===== src/logic/iprb_pkg.sv =====
// package for the priority level register bank 4..8
// assumes a 32-bit axi4-lite register bus, one aligned word per register
`default_nettype none
package iprb_pkg;
    // -------------------------------------------------------------
    // register map
    // -------------------------------------------------------------
    localparam logic [4:0] ADDR_BANK_4 = 5'h00;
    localparam logic [4:0] ADDR_BANK_5 = 5'h04;
    localparam logic [4:0] ADDR_BANK_6 = 5'h08;
    localparam logic [4:0] ADDR_BANK_7 = 5'h0C;
    localparam logic [4:0] ADDR_BANK_8 = 5'h10;
    localparam int NUM_BANKS = 5;
    localparam int NUM_FIELDS = 4;
    localparam int NUM_SOURCES = 20;
    // -------------------------------------------------------------
    // field layout
    // -------------------------------------------------------------
    localparam int FIELD_W = 3;
    localparam int FIELD_0_LSB = 0;
    localparam int FIELD_1_LSB = 4;
    localparam int FIELD_2_LSB = 8;
    localparam int FIELD_3_LSB = 12;
    localparam logic [15:0] IMPL_MASK = 16'h7777;
    localparam logic [2:0] LEVEL_RESET = 3'h4;
    localparam logic [15:0] BANK_RESET = 16'h4444;
    localparam logic [2:0] LEVEL_OFF = 3'h0;
    localparam logic [2:0] LEVEL_MIN = 3'h1;
    localparam logic [2:0] LEVEL_MAX = 3'h7;
    // -------------------------------------------------------------
    // bus answers
    // -------------------------------------------------------------
    localparam logic [1:0] RESP_OKAY = 2'h0;
    localparam logic [1:0] RESP_SLVERR = 2'h2;

    typedef enum logic [2:0]
    {
        IPRB_W_IDLE = 3'b001,
        IPRB_W_RESP = 3'b010,
        IPRB_W_HOLD = 3'b100
    } iprb_wstate_t;
endpackage : iprb_pkg
`default_nettype wire


===== src/logic/iprb_field_if.sv =====
// carrier between the bank and its field decoders
// assumes one clock domain
`timescale 1ns/1ps
`default_nettype none
interface iprb_field_if;
    logic [2:0] code;
    logic [2:0] level;
    logic enabled;
    modport bank (output code, input level, input enabled);
    modport dec (input code, output level, output enabled);
endinterface : iprb_field_if
`default_nettype wire


===== src/logic/iprb_top.sv =====
// priority level register bank 4..8 with axi4-lite slave
// assumes synchronous reset; levels feed an external arbiter
//
// Functional notes
// - code 111 gives level seven, highest
// - code 001 gives level one, lowest
// - code 000 disables the source entirely
// - bits 15, 11, 7, 3 read zero
// - bank 4: oc3, ic8, ic7, ext1 fields
// - bank 5: ext2, timer5, timer4, oc4 fields
// - bank 6: can1, spi2, uart2 tx, rx
// - bank 7: input capture 6,5,4,3 fields
// - bank 8: output compare 8,7,6,5 fields
// - fields read back last written value
// - all fields reset to level four
`timescale 1ns/1ps
`default_nettype none
module iprb_top
    import iprb_pkg::*;
(
    input wire logic clk,
    input wire logic reset,
    input wire logic [4:0] s_axi_awaddr,
    input wire logic s_axi_awvalid,
    output logic s_axi_awready,
    input wire logic [31:0] s_axi_wdata,
    input wire logic [3:0] s_axi_wstrb,
    input wire logic s_axi_wvalid,
    output logic s_axi_wready,
    output logic [1:0] s_axi_bresp,
    output logic s_axi_bvalid,
    input wire logic s_axi_bready,
    input wire logic [4:0] s_axi_araddr,
    input wire logic s_axi_arvalid,
    output logic s_axi_arready,
    output logic [31:0] s_axi_rdata,
    output logic [1:0] s_axi_rresp,
    output logic s_axi_rvalid,
    input wire logic s_axi_rready,
    output logic [2:0] out_compare_three_level,
    output logic [2:0] in_capture_eight_level,
    output logic [2:0] in_capture_seven_level,
    output logic [2:0] ext_pin_one_level,
    output logic [2:0] ext_pin_two_level,
    output logic [2:0] timer_five_level,
    output logic [2:0] timer_four_level,
    output logic [2:0] out_compare_four_level,
    output logic [2:0] can_one_combined_level,
    output logic [2:0] serial_periph_two_level,
    output logic [2:0] uart_two_transmit_level,
    output logic [2:0] uart_two_receive_level,
    output logic [2:0] in_capture_six_level,
    output logic [2:0] in_capture_five_level,
    output logic [2:0] in_capture_four_level,
    output logic [2:0] in_capture_three_level,
    output logic [2:0] out_compare_eight_level,
    output logic [2:0] out_compare_seven_level,
    output logic [2:0] out_compare_six_level,
    output logic [2:0] out_compare_five_level,
    output logic [NUM_SOURCES-1:0] source_enabled
);
    // -------------------------------------------------------------
    // storage
    // -------------------------------------------------------------
    logic [15:0] bank_ff [NUM_BANKS];
    logic [2:0] level_ff [NUM_SOURCES];
    logic [NUM_SOURCES-1:0] enabled_ff;
    logic [2:0] dec_level [NUM_SOURCES];
    logic [NUM_SOURCES-1:0] dec_enabled;

    // -------------------------------------------------------------
    // write channel
    // -------------------------------------------------------------
    iprb_wstate_t wstate_ff;
    logic aw_held_ff;
    logic w_held_ff;
    logic [4:0] awaddr_ff;
    logic [31:0] wdata_ff;
    logic [3:0] wstrb_ff;
    logic aw_take;
    logic w_take;
    logic do_write;
    logic [4:0] wr_addr;
    logic [31:0] wr_data;
    logic [3:0] wr_strb;
    logic wr_hit;
    logic [2:0] wr_idx;

    assign aw_take = s_axi_awvalid && s_axi_awready;
    assign w_take = s_axi_wvalid && s_axi_wready;
    assign wr_addr = aw_held_ff ? awaddr_ff : s_axi_awaddr;
    assign wr_data = w_held_ff ? wdata_ff : s_axi_wdata;
    assign wr_strb = w_held_ff ? wstrb_ff : s_axi_wstrb;
    assign do_write = (wstate_ff == IPRB_W_IDLE)
        && (aw_held_ff || aw_take) && (w_held_ff || w_take);

    always_comb
    begin
        wr_hit = 1'b1;
        wr_idx = 3'h0;
        case (wr_addr)
            ADDR_BANK_4: wr_idx = 3'h0;
            ADDR_BANK_5: wr_idx = 3'h1;
            ADDR_BANK_6: wr_idx = 3'h2;
            ADDR_BANK_7: wr_idx = 3'h3;
            ADDR_BANK_8: wr_idx = 3'h4;
            default: wr_hit = 1'b0;
        endcase
    end

    always_ff @(posedge clk)
    begin
        if (reset)
        begin
            s_axi_awready <= 1'b0;
            s_axi_wready <= 1'b0;
            aw_held_ff <= 1'b0;
            w_held_ff <= 1'b0;
            awaddr_ff <= 5'h00;
            wdata_ff <= 32'h0000_0000;
            wstrb_ff <= 4'h0;
        end
        else
        begin
            if (aw_take && !do_write)
            begin
                aw_held_ff <= 1'b1;
                awaddr_ff <= s_axi_awaddr;
            end
            else if (do_write)
            begin
                aw_held_ff <= 1'b0;
            end
            if (w_take && !do_write)
            begin
                w_held_ff <= 1'b1;
                wdata_ff <= s_axi_wdata;
                wstrb_ff <= s_axi_wstrb;
            end
            else if (do_write)
            begin
                w_held_ff <= 1'b0;
            end
            s_axi_awready <= (wstate_ff == IPRB_W_IDLE) && !do_write
                && !(aw_held_ff || aw_take);
            s_axi_wready <= (wstate_ff == IPRB_W_IDLE) && !do_write
                && !(w_held_ff || w_take);
        end
    end

    always_ff @(posedge clk)
    begin
        if (reset)
        begin
            wstate_ff <= IPRB_W_IDLE;
            s_axi_bvalid <= 1'b0;
            s_axi_bresp <= RESP_OKAY;
        end
        else
        begin
            case (wstate_ff)
                IPRB_W_IDLE:
                begin
                    if (do_write)
                    begin
                        wstate_ff <= IPRB_W_RESP;
                        s_axi_bvalid <= 1'b1;
                        s_axi_bresp <= wr_hit ? RESP_OKAY : RESP_SLVERR;
                    end
                end
                IPRB_W_RESP:
                begin
                    if (s_axi_bready)
                    begin
                        s_axi_bvalid <= 1'b0;
                        wstate_ff <= IPRB_W_HOLD;
                    end
                end
                IPRB_W_HOLD:
                begin
                    wstate_ff <= IPRB_W_IDLE;
                end
                default:
                begin
                    wstate_ff <= IPRB_W_IDLE;
                    s_axi_bvalid <= 1'b0;
                end
            endcase
        end
    end

    // -------------------------------------------------------------
    // register bank
    // -------------------------------------------------------------
    always_ff @(posedge clk)
    begin
        if (reset)
        begin
            for (int b = 0; b < NUM_BANKS; b++)
            begin
                bank_ff[b] <= BANK_RESET;
            end
        end
        else if (do_write && wr_hit)
        begin
            if (wr_strb[0])
            begin
                // unimplemented bits never stored
                bank_ff[wr_idx][7:0] <= wr_data[7:0] & IMPL_MASK[7:0];
            end
            if (wr_strb[1])
            begin
                bank_ff[wr_idx][15:8] <= wr_data[15:8] & IMPL_MASK[15:8];
            end
        end
    end

    // -------------------------------------------------------------
    // read channel
    // -------------------------------------------------------------
    always_ff @(posedge clk)
    begin
        if (reset)
        begin
            s_axi_arready <= 1'b0;
            s_axi_rvalid <= 1'b0;
            s_axi_rdata <= 32'h0000_0000;
            s_axi_rresp <= RESP_OKAY;
        end
        else if (s_axi_rvalid)
        begin
            s_axi_arready <= 1'b0;
            if (s_axi_rready)
            begin
                s_axi_rvalid <= 1'b0;
                s_axi_arready <= 1'b1;
            end
        end
        else if (s_axi_arvalid && s_axi_arready)
        begin
            s_axi_arready <= 1'b0;
            s_axi_rvalid <= 1'b1;
            s_axi_rresp <= RESP_OKAY;
            // readback of stored fields, zero above
            case (s_axi_araddr)
                ADDR_BANK_4: s_axi_rdata <= {16'h0000, bank_ff[0]};
                ADDR_BANK_5: s_axi_rdata <= {16'h0000, bank_ff[1]};
                ADDR_BANK_6: s_axi_rdata <= {16'h0000, bank_ff[2]};
                ADDR_BANK_7: s_axi_rdata <= {16'h0000, bank_ff[3]};
                ADDR_BANK_8: s_axi_rdata <= {16'h0000, bank_ff[4]};
                default:
                begin
                    s_axi_rdata <= 32'h0000_0000;
                    s_axi_rresp <= RESP_SLVERR;
                end
            endcase
        end
        else
        begin
            s_axi_arready <= 1'b1;
        end
    end

    // -------------------------------------------------------------
    // field decode, one per source
    // -------------------------------------------------------------
    for (genvar s = 0; s < NUM_SOURCES; s++)
    begin : g_src
        iprb_field_if fif ();
        localparam int LSB = (s % NUM_FIELDS) * (FIELD_1_LSB - FIELD_0_LSB);
        assign fif.code = bank_ff[s / NUM_FIELDS][LSB +: FIELD_W];
        assign dec_level[s] = fif.level;
        assign dec_enabled[s] = fif.enabled;
        iprb_field_dec u_dec (.fld(fif));
    end

    always_ff @(posedge clk)
    begin
        if (reset)
        begin
            for (int s = 0; s < NUM_SOURCES; s++)
            begin
                level_ff[s] <= LEVEL_RESET;
            end
            enabled_ff <= '1;
        end
        else
        begin
            for (int s = 0; s < NUM_SOURCES; s++)
            begin
                level_ff[s] <= dec_level[s];
            end
            enabled_ff <= dec_enabled;
        end
    end

    // -------------------------------------------------------------
    // source mapping, index = bank*4 + field (field 0 = bits 2-0)
    // -------------------------------------------------------------
    assign ext_pin_one_level = level_ff[0];
    assign in_capture_seven_level = level_ff[1];
    assign in_capture_eight_level = level_ff[2];
    assign out_compare_three_level = level_ff[3];
    assign out_compare_four_level = level_ff[4];
    assign timer_four_level = level_ff[5];
    assign timer_five_level = level_ff[6];
    assign ext_pin_two_level = level_ff[7];
    assign uart_two_receive_level = level_ff[8];
    assign uart_two_transmit_level = level_ff[9];
    assign serial_periph_two_level = level_ff[10];
    assign can_one_combined_level = level_ff[11];
    assign in_capture_three_level = level_ff[12];
    assign in_capture_four_level = level_ff[13];
    assign in_capture_five_level = level_ff[14];
    assign in_capture_six_level = level_ff[15];
    assign out_compare_five_level = level_ff[16];
    assign out_compare_six_level = level_ff[17];
    assign out_compare_seven_level = level_ff[18];
    assign out_compare_eight_level = level_ff[19];
    assign source_enabled = enabled_ff;
endmodule : iprb_top
`default_nettype wire


===== src/logic/iprb_field_dec.sv =====
// decodes one 3-bit priority code into level and enable
// assumes a registered consumer in the same clock domain
`timescale 1ns/1ps
`default_nettype none
module iprb_field_dec
    import iprb_pkg::*;
(
    iprb_field_if.dec fld
);
    always_comb
    begin
        // code 000 gates the source off
        fld.enabled = (fld.code != LEVEL_OFF);
        // 001 lowest, 111 highest, middle codes map straight
        fld.level = fld.enabled ? fld.code : LEVEL_OFF;
    end
endmodule : iprb_field_dec
`default_nettype wire


===== config.mk =====
export PLATFORM = sky130hd
export DESIGN_NAME = iprb_top
export DESIGN_NICKNAME = d
export VERILOG_FILES = /design/src/logic/iprb_pkg.sv /design/src/logic/iprb_field_if.sv /design/src/logic/iprb_top.sv /design/src/logic/iprb_field_dec.sv
export SDC_FILE = /design/constraint.sdc
export NUM_CORES = 1
export LEC_CHECK = 0
export ABC_AREA = 1
export BUFFER_PORTS_ARGS = -buffer_cell sky130_fd_sc_hd__buf_2
export CORE_MARGIN = 5
export CORE_UTILIZATION = 53
export DETAILED_ROUTE_END_ITERATION = 12
export GPL_TIMING_DRIVEN = 0
export PLACE_DENSITY = 0.8
export SLEW_MARGIN = 10
export SYNTH_ARGS = -nofsm -noshare
export SYNTH_HDL_FRONTEND = slang
export SYNTH_SLANG_ARGS = --single-unit

===== constraint.sdc =====
create_clock -name clk -period 2.52 [get_ports clk]
set_clock_uncertainty 0.05 [all_clocks]
set_input_delay 0.378 -clock clk [delete_from_list [all_inputs] [get_ports clk]]
set_output_delay 0.378 -clock clk [all_outputs]
set_load 0.03 [all_outputs]

; ---- Yosys cells after proc, flatten, opt, wreduce, memory -nomap -nowiden
; Memory sizes are Yosys's and may differ from the RTL's.
; Index checks and enable logic that the tools add are counted.
[word_totals]
input_bits = 53
memories = 2
mem_bits_rw = 120
wordCells = 176
reg_bits = 88
[classes]
muxes = 77
bitwise_logic = 22
n_eq_ne = 13
n_reduce_logical = 47
[memory_table]
columns = name, words, width, rd, rd_ports_with_merged_regs, write_ports, line
row1 = bank_ff, 5, 12, 5, 0, 5, iprb_top.sv:65  ; logic [15:0] bank_ff [NUM_BANKS];
row2 = level_ff, 20, 3, 20, 0, 20, iprb_top.sv:66  ; logic [2:0] level_ff [NUM_SOURCES];
[ops]
columns = operator, n
row1 = $mux W3, 43
row2 = $pmux W16 S5, 1
row3 = $reduce_bool A3 Y1, 20
row4 = $mux W1, 23
row5 = $eq A5 B4 Y1 const B, 4
row6 = $or A1 B1 Y1, 20
row7 = $mux W15, 1
row8 = $mux W12, 1
row9 = $pmux W3 S4, 1
row10 = $reduce_or A12 Y1, 1
row11 = $logic_and A1 B1 Y1, 11
row12 = $eq A5 B3 Y1 const B, 2
row13 = $eq A5 B5 Y1 const B, 2
row14 = $logic_not A5 Y1, 2
row15 = $reduce_or A5 Y1, 2
row16 = $mux W2, 4
row17 = $pmux W3 S2, 1
row18 = $reduce_and A2 Y1, 3
row19 = $mux W5, 1
row20 = $ne A2 B2 Y1 const B, 2
row21 = $reduce_bool A2 Y1, 2
row22 = $eq A3 B1 Y1 const B, 1
row23 = $eq A3 B2 Y1 const B, 1
row24 = $eq A3 B3 Y1 const B, 1
row25 = 5 further kinds, 9

; ---- Depth between registers and ports, before layout
; Gate-level depths: netlist of run 1.
[logic_depth]
ltp_word = 10
mapped_depth = 10
mapped_depth_nobuf = 10

; ---- By module
; Synthesis of run 1 repeated with hierarchy kept, for this count alone.
[hier_totals]
cells_unflattened = 866
hier_area_um2 = 7527.2
[by_module_without_submodules]
columns = mod, n_inst, cells_each, seq_area_each_um2, area_per_inst_um2
row1 = iprb_top, 1, 746, 4264.1, 7076.8
row2 = iprb_field_dec, 20, 6, 0.0, 22.5

; ---- Worst setup path after synthesis of run 1
; No wires, ideal clock.
[synth_timing]
kind = register -> register
start = reg s_axi_awready
end = mem bank_ff[0][0] in the netlist's numbering (enable)
synth_period_minus_slack_ns = 2.029
arrival_time_ns = 1.622
t_required_ns = 2.113
setup_ns = 0.357
stages_incl_launch_ff = 10
setup_slack_ns = 0.491
cell_sequence = dfxtp_1 -> nand2_1 -> nand2_2 -> inv_2 -> nor2_4 -> nand2_4 -> clkinv_4 -> nand4_4 -> buf_6 -> o21ai_1
[synth_rtl]
columns = item, line
row1 = start: declaration, iprb_top.sv:25  ; output logic s_axi_awready,
row2 = start signal: assignment, iprb_top.sv:144  ; s_axi_awready <= (wstate_ff == IPRB_W_IDLE) && !do_write
row3 = end: declaration, iprb_top.sv:65

==> impl_metrics.ini, run 1 <==
[run_status]
status = completed

[power_and_ir_drop]
leakagePower_nw = 3.732
ir_drop_v = 0.0004643
finalPower_mw = 6.557
p_per_area_mw_per_mm2 = 754.7

[clock_network]
cts_sinks = 183
ctsRootBufferMaster = clkbuf_16
cts_buffer_depth = 2
cts_tree = built
cts_resized = 0
post_cts_buffers = 0
insertion_delay_ns = 0.43
cts.clk_slew.worst_paths_ns = 0.07
h-tree-depth = 4
cts_hold_buf = 0
numCtsBuffers = 17

[drt]
avgViaCountPerCell = 5.078
num_vias = 5763
wl_per_cell_um = 15.85
drt-initial-drc-count = 593
drc = 0
dr.pass1.iters = 6
ant_nets = 0
postRouteWirelength_mm = 17.99

[synth]
async_reset_ff_frac = 0
synth_seq_cells = 183
synth_area_per_cell_um2 = 9.213
yosysMostFrequentCell = nand2_1
synthDistinctLibCells = 32
synth-edff-count = 60
syn_inst = 779
yosysTopAreaCellShare = 0.3431
ys_seq_area_frac = 0.5941
ys.flop_type = dfxtp_1
netlist_top_cells_area = dfxtp_1 (34%), edfxtp_1 (25%), nand2_1 (7.3%), nor2_1 (6.1%), nand4_1 (4.5%)
ys_top_cells_by_count = nand2_1 (139), dfxtp_1 (123), nor2_1 (116), inv_1 (66), edfxtp_1 (60)
mappedNetlistArea_mm2 = 0.007177
synth_area_leader_cell = dfxtp_1
ys_warn_count = 0

[global_routing]
gr-total-overflow = 0
grt_pass1_vias = 5449
grt.total_usage = 0.2260
grt_pass1_wl_mm = 28.12
antenna_found_initial = 0
grt_max_degree = 18

[floorplanning]
dieArea_mm2 = 0.01597
coreArea_mm2 = 0.01324
die_x_um = 126.4
rows = 42
io_pins = 174
die_height_um = 126.4
start_util = 0.5420

[place]
dpl.hpwl_mm = 13.39
place_congestion = 0.9462
port_buffers = 127
dpl.cell_count = 1103
dp_slack_ns = 0.2497
place_area_mm2 = 0.008112

[timing]
slew_violations = 0
layout_setup_ws_ns = 0.3361
tightest_slew_ns = 0.7695
slew_headroom = 0.4723
setup_viol = 0
hold_viol = 0
final.setup.tns_ns = 0
holdWs_ns = 0.1410
max_freq_mhz = 457.9
period_needed_ns = 2.184
rsz0062_at_grt = no
fin_crit_sh = 0.8666

[critical_path]
worstSetupStartpointType = flop
criticalPathCategory = flop to flop
worst_setup_path_end_kind = flop
required_ns = 2.54
worstPathArrival_ns = 2.21
crit_path_max_fanout = 10

[finish]
fin_util = 0.6561
stdcell_count = 1135
stdcell_area_mm2 = 0.008688
antenna_cells = 0
area_growth_pct = 21.06
drive_gt1_frac = 0.2440
nets = 999

[hold_path]
hp-class = input port to flop

[run]
cap_violations = 0
## cell usage in the layout (no fill, tap or decap), types with 35 or more instances in the layout
cell type and n:
nand2_1 139, edfxtp_1 60, nor3_1 35, buf_2 140, nand4_1 52, dfxtp_1 123
inv_1 66, nor2_1 116
## per-layer routing
metal | GRT usage | vias to the layer above | wire length (um)
met5 | 0 | - | 0
met4 | 0.1028 | 0 | 501
met1 | 0.3099 | 2617 | 8007
met3 | 0.04792 | 31 | 1240
li1 | - | 2859 | -
met2 | 0.3456 | 256 | 8243
## power by group
| group | switching (mW) | internal [mW] |
|---|---|---|
| clock network | 1.14 | 1.43 |
| registers | 0.0653 | 3.16 |
| logic | 0.552 | 0.206 |
| total | 1.76 | 4.80 |
## sequential cells by signal, summed over array words and instances, names as in the netlist
| name | flops |
|---|---|
| wstate_ff | 3 |
| awaddr_ff | 5 |
| s_axi_rresp | 1 |
| s_axi_wready | 1 |
| w_held_ff | 1 |
| s_axi_rdata | 12 |
| source_enabled | 20 |
| aw_held_ff | 1 |
| wstrb_ff | 2 |
| wdata_ff | 12 |
| s_axi_awready | 1 |
| s_axi_bvalid | 1 |
| level_ff | 60 |
| s_axi_rvalid | 1 |
| s_axi_arready | 1 |
| s_axi_bresp | 1 |
| bank_ff | 60 |
## cell families (layout without fill, tap and decap cells)
group | count (synthesis) | in the layout | share of synthesized area
AOI/OAI and AO/OA | 69 | 69 | 0.05649
buffers and inverters | 131 | 290 | 0.08717
DFF | 183 | 183 | 0.5941
muxes | 12 | 12 | 0.01674
other | 1 | 22 | 0.0005225
and+or+nand+nor | 383 | 383 | 0.2449
## worst max-delay path: stages, from the launching register on
cell and delay, ns:
dfxtp_1 0.44, inv_2 0.09, nand2_1 0.09, nand2_2 0.09, nor2_2 0.12, nand2_2 0.08, nand2_4 0.10, nand4_4 0.14
buf_6 0.18, o21ai_1 0.44
## path summary, 6_finish.rpt
| check | startpoint | to | slack, ns | cells after the start |
|---|---|---|---|---|
| max | aw_held_ff | bank_ff[1][0] | 0.34 | 9 |
| min | s_axi_bready | wstate_ff[2] | 0.14 | 3 |
| max reg2reg | aw_held_ff | bank_ff[1][0] | 0.34 | 9 |
| min reg2reg | s_axi_bvalid | s_axi_bvalid | 0.41 | 2 |
## final cells by class
class,instances,area [um2]
Multi-Input combinational cell,486,2366
Timing Repair Buffer,127,635.6
Clock inverter,13,122.6
Clock buffer,19,454.2
Buffer,62,361.6
Inverter,69,264.0
Tap cell,176,220.2
Fill cell,1100,4554
Sequential cell,183,4264
Note: power is estimated with default switching activity, not from simulation.
==> run 2, diff against run 1 <==
--- a/config.mk
+++ b/config.mk
@@ -8,11 +8,12 @@
 export ABC_AREA = 1
 export BUFFER_PORTS_ARGS = -buffer_cell sky130_fd_sc_hd__buf_2
 export CORE_MARGIN = 5
-export CORE_UTILIZATION = 53
+export CORE_UTILIZATION = 54
 export DETAILED_ROUTE_END_ITERATION = 12
 export GPL_TIMING_DRIVEN = 0
-export PLACE_DENSITY = 0.8
+export PLACE_DENSITY = 0.81
 export SLEW_MARGIN = 10
 export SYNTH_ARGS = -nofsm -noshare
 export SYNTH_HDL_FRONTEND = slang
+export SYNTH_HIERARCHICAL = 1
 export SYNTH_SLANG_ARGS = --single-unit
==> run 2 against run 1 <==
Net effect: setup slack got worse by 0.017 ns; critical path type unchanged; first-iteration DRC count rose by 9.9%; hold slack got worse by 0.013 ns; flip-flop and latch count unchanged; critical path depth decreased by 2; critical endpoint is now bank_ff[0][8]; die area up 2.7%; synthesized area rose by 4.9%.
==> impl_metrics.ini, run 2 <==
[drt]
num_vias = 6160
drc = 0
wl_per_cell_um = 16.12
postRouteWirelength_mm = 19.76
dr.pass1.iters = 5
ant_nets = 0
drt-initial-drc-count = 652
avgViaCountPerCell = 5.024

[synth]
netlist_top_cells_area = dfxtp_1 (33%), edfxtp_1 (24%), nor2_1 (7.0%), inv_1 (4.9%), nand2_1 (4.7%)
synth_area_leader_cell = dfxtp_1
async_reset_ff_frac = 0
synth_seq_cells = 183
synthDistinctLibCells = 33
ys_warn_count = 6
ys.flop_type = dfxtp_1
mappedNetlistArea_mm2 = 0.007527
synth-edff-count = 60
yosysMostFrequentCell = nor2_1
yosysTopAreaCellShare = 0.3271
ys_top_cells_by_count = nor2_1 (140), dfxtp_1 (123), inv_1 (99), nand2_1 (95), clkbuf_1 (82)
synth_area_per_cell_um2 = 8.692
ys_seq_area_frac = 0.5665
syn_inst = 866

[critical_path]
worstSetupStartpointType = flop
criticalPathCategory = flop to flop
worst_setup_path_end_kind = flop
required_ns = 2.54
worstPathArrival_ns = 2.22
crit_path_max_fanout = 10

[finish]
fill_cells = 1163
area_growth_pct = 20.18
multi_input_area_mm2 = 0.002395
stdcell_count = 1226
mostFrequentLayoutCells = nor2_1 (140), buf_2 (138), dfxtp_1 (123)
stdcell_area_mm2 = 0.009046
final-seq-area_mm2 = 0.004264
nets = 1086
final_common_cell = nor2_1
fin_util = 0.6568
antenna_cells = 0
drive_gt1_frac = 0.2467

[place]
place_congestion = 0.9111
place_area_mm2 = 0.008467
dpl.cell_count = 1194
port_buffers = 127
dpl.hpwl_mm = 14.61

[global_routing]
gr-total-overflow = 0
grt_pass1_wl_mm = 30.24
grt_pass1_vias = 5768
antenna_found_initial = 0
grt_max_degree = 17
grt.total_usage = 0.2423

[floorplanning]
io_pins = 174
dieArea_mm2 = 0.01640
die_x_um = 128.1
rows = 43
coreArea_mm2 = 0.01377
die_height_um = 128.1
start_util = 0.5465

[clock_network]
h-tree-depth = 4
cts_buffer_depth = 2
cts.clk_slew.worst_paths_ns = 0.07
cts_sinks = 183
cts_hold_buf = 0
cts_tree = built
ctsRootBufferMaster = clkbuf_16
post_cts_buffers = 0
numCtsBuffers = 17
cts_resized = 0
insertion_delay_ns = 0.43

[timing]
hold_viol = 0
slew_violations = 0
max_freq_mhz = 454.4
rsz0062_at_grt = no
period_needed_ns = 2.201
fin_crit_sh = 0.8734
slew_headroom = 0.2543
setup_viol = 0
final.setup.tns_ns = 0
tightest_slew_ns = 1.107

[power_and_ir_drop]
p_per_area_mw_per_mm2 = 718.7
ir_drop_v = 0.0004125
leakagePower_nw = 4.142

[hold_path]
hp-class = input port to flop

[run]
cap_violations = 0

[run_status]
status = completed
[run 2: cell types whose count changed after synthesis, sizes merged, moves of 21 or more]
cell and delta:
clkbuf +61, inv +36, nand2 -44, nand3 +22, nor2 +21, nor3 -26
[run 2: logic make-up (layout without fill, tap and decap cells)]
family | after synthesis | in the layout | synth area share
other | 1 | 22 | 0.0004982
AND/OR/NAND/NOR | 376 | 376 | 0.2379
multiplexers | 12 | 12 | 0.01596
buffers and inverters | 223 | 382 | 0.1258
AO/OA/AOI/OAI | 71 | 71 | 0.05336
flip-flops | 183 | 183 | 0.5665
[run 2: per-layer routing]
metal	global-route usage	wire length, um	vias up
li1	-	-	3014
met1	0.3099	7938	2819
met2	0.3983	9438	278
met3	0.06375	1832	49
met4	0.08614	550	0
met5	0	0	-
[run 2: worst paths after layout]
check        slack, ns          from  depth (start not counted)             to
max               0.32  wstate_ff[1]                          7  bank_ff[0][8]
min               0.13  s_axi_bready                          3   wstate_ff[2]
max reg2reg       0.32  wstate_ff[1]                          7  bank_ff[0][8]
min reg2reg       0.40   wdata_ff[6]                          2    wdata_ff[6]
[run 2: cell type report]
cell class	instances	area share
well taps	180	0.02490
inverters	105	0.04385
multi-input cells	481	0.2647
repair buffers	127	0.07026
clock buffers	24	0.05781
plain buffers	118	0.06086
flip-flops and latches	183	0.4714
clock inverters	8	0.006224
[run 2: through the flow]
| step | total power, mW | setup WS, ns | hold WS (ns) |
|---|---|---|---|
| global placement | 3.967 | 0.08710 | 0.3887 |
| global route | 6.726 | 0.1688 | 0.1380 |
| floorplan | 3.765 | 0.4838 | 0.3788 |
| detailed placement | 3.981 | 0.06871 | 0.3954 |
| CTS | 6.504 | 0.3276 | 0.1210 |
| finish | 6.501 | 0.3192 | 0.1280 |
[run 2: report_power, final]
group | internal [mW] | switching, mW | total, mW
clock network | 1.46 | 1.11 | 2.57
registers | 3.15 | 0.0605 | 3.21
logic | 0.199 | 0.523 | 0.722
total | 4.80 | 1.70 | 6.50
[run 2: worst max-delay path, cell delays in order, from the launching register on]
cell and delay, ns:
dfxtp_1 0.32, inv_1 0.08, nand3_2 0.14, inv_1 0.10, nand2_1 0.05, nor2_1 0.26
nand4_2 0.33, o21ai_1 0.51
==> run 3, diff against run 2 <==
--- a/config.mk
+++ b/config.mk
@@ -12,6 +12,7 @@
 export DETAILED_ROUTE_END_ITERATION = 12
 export GPL_TIMING_DRIVEN = 0
 export PLACE_DENSITY = 0.81
+export RECOVER_POWER = 50
 export SLEW_MARGIN = 10
 export SYNTH_ARGS = -nofsm -noshare
 export SYNTH_HDL_FRONTEND = slang
==> run 3 against run 2 <==
Net effect: clock power about the same; highest routed layer unchanged; first-iteration DRC count increased by 5.7%; core utilization decreased by 0.80 points; hold slack improved by 0.0052 ns; sequential share of layout area increased by 0.58 points.
==> impl_metrics.ini, run 3 (synthesized netlist as in run 2, its figures left out) <==
[clock_network]
cts_sinks = 183
cts_hold_buf = 0
ctsRootBufferMaster = clkbuf_16
insertion_delay_ns = 0.43
h-tree-depth = 4
numCtsBuffers = 17
cts.clk_slew.worst_paths_ns = 0.07
cts_buffer_depth = 2
post_cts_buffers = 0
cts_tree = built
cts_resized = 0

[finish]
nets = 1086
final_common_cell = clkbuf_1
mostFrequentLayoutCells = clkbuf_1 (172), nor2_1 (140), dfxtp_1 (123)
stdcell_count = 1226
fin_util = 0.6488
fill_cells = 1210
drive_gt1_frac = 0.1625
area_growth_pct = 18.72
antenna_cells = 0

[power_and_ir_drop]
p_seq_frac = 0.494
p_sw_mw = 1.693
switching_share = 0.2609
p_int_mw = 4.795
p_per_area_mw_per_mm2 = 726.0
leakagePower_nw = 3.910
comb_power_share = 0.110
ir_drop_v = 0.0004076
clkPwrFrac = 0.396

[drt]
avgViaCountPerCell = 5.058
postRouteWirelength_mm = 19.85
drt-initial-drc-count = 689
drc = 0
ant_nets = 0
wl_per_cell_um = 16.19
dr.pass1.iters = 5
num_vias = 6201

[critical_path]
required_ns = 2.54
crit_path_max_fanout = 10
reg2reg_depth = 7
r2r-end = bank_ff[0][8]
worst_setup_path_end_kind = flop
cp-startpoint = wstate_ff[1]
regToRegStartpoint = wstate_ff[1]
worstPathArrival_ns = 2.22
worstSetupStartpointType = flop
worstSetupEndpoint = bank_ff[0][8]
criticalPathCategory = flop to flop
r2r_slack_ns = 0.32

[place]
place_congestion = 0.9111
dpl.hpwl_mm = 14.61
port_buffers = 127
dp_slack_ns = 0.06871
dpl.cell_count = 1194

[global_routing]
grt.total_usage = 0.2423
antenna_found_initial = 0
grt_pass1_wl_mm = 30.24
grt_pass1_vias = 5768
gr-total-overflow = 0
grt_max_degree = 17

[timing]
period_needed_ns = 2.199
final.setup.tns_ns = 0
setup_viol = 0
tightest_slew_ns = 1.170
fin_crit_sh = 0.8725
slew_headroom = 0.2120
hold_viol = 0
rsz0062_at_grt = no
slew_violations = 0
layout_setup_ws_ns = 0.3214
max_freq_mhz = 454.8

[floorplanning]
die_x_um = 128.1
coreArea_mm2 = 0.01377
rows = 43
io_pins = 174
dieArea_mm2 = 0.01640
start_util = 0.5465
die_height_um = 128.1

[run]
cap_violations = 0

[run_status]
status = completed

[hold_path]
hp-class = input port to flop
[run 3: routing by layer]
metal	part of all wire	GRT usage	up-vias
met5	0	0	-
met4	0.027	0.08614	0
met3	0.097	0.06375	43
met2	0.48	0.3983	295
met1	0.40	0.3099	2848
li1	-	-	3015
[run 3: final cells by class]
type	instances	area, um2	share of cell area
flip-flops and latches	183	4264	0.4772
multi-input cells	481	2395	0.2680
plain buffers	118	550.5	0.06161
repair buffers	127	525.5	0.05881
clock buffers	24	523.0	0.05853
inverters	105	396.6	0.04439
well taps	180	225.2	0.02520
clock inverters	8	56.30	0.006301
[run 3: power by group through the flow]
stage | Combinational (mW) | Sequential, mW | Clock (mW)
4_1_cts | 0.716 | 3.21 | 2.58
3_3_place_gp | 0.701 | 3.27 | 0
2_1_floorplan | 0.436 | 3.33 | 0
3_5_place_dp | 0.712 | 3.27 | 0
6_report | 0.711 | 3.21 | 2.57
5_1_grt | 0.775 | 3.22 | 2.73
[run 3: how the worst min path moves through the flow]
stage / slack [ns] / cells after the start / endpoint / startpoint
final: 0.13 / 3 / wstate_ff[2] / s_axi_bready
after global routing: 0.14 / 3 / wdata_ff[2] / s_axi_wdata[2]
after CTS: 0.12 / 3 / wstate_ff[2] / s_axi_bready
after detailed placement: 0.40 / 2 / wdata_ff[6] / wdata_ff[6]
after global placement: 0.39 / 2 / wdata_ff[6] / wdata_ff[6]
after floorplan: 0.38 / 2 / awaddr_ff[0] / awaddr_ff[0]
[run 3: through the flow]
stage / power (mW) / hold slack (ns) / area (um2)
global placement: 3.967 / 0.3887 / 8467
floorplan: 3.765 / 0.3788 / 7606
global route: 6.716 / 0.1380 / 8936
finish: 6.488 / 0.1332 / 8936
detailed placement: 3.981 / 0.3954 / 8467
CTS: 6.504 / 0.1210 / 9046
[run 3: worst max-delay path: stages, from the launching register on]
cell and delay [ns]:
dfxtp_1 0.32, inv_1 0.08, nand3_2 0.14, inv_1 0.10
nand2_1 0.05, nor2_1 0.26, nand4_2 0.33, o21ai_1 0.51
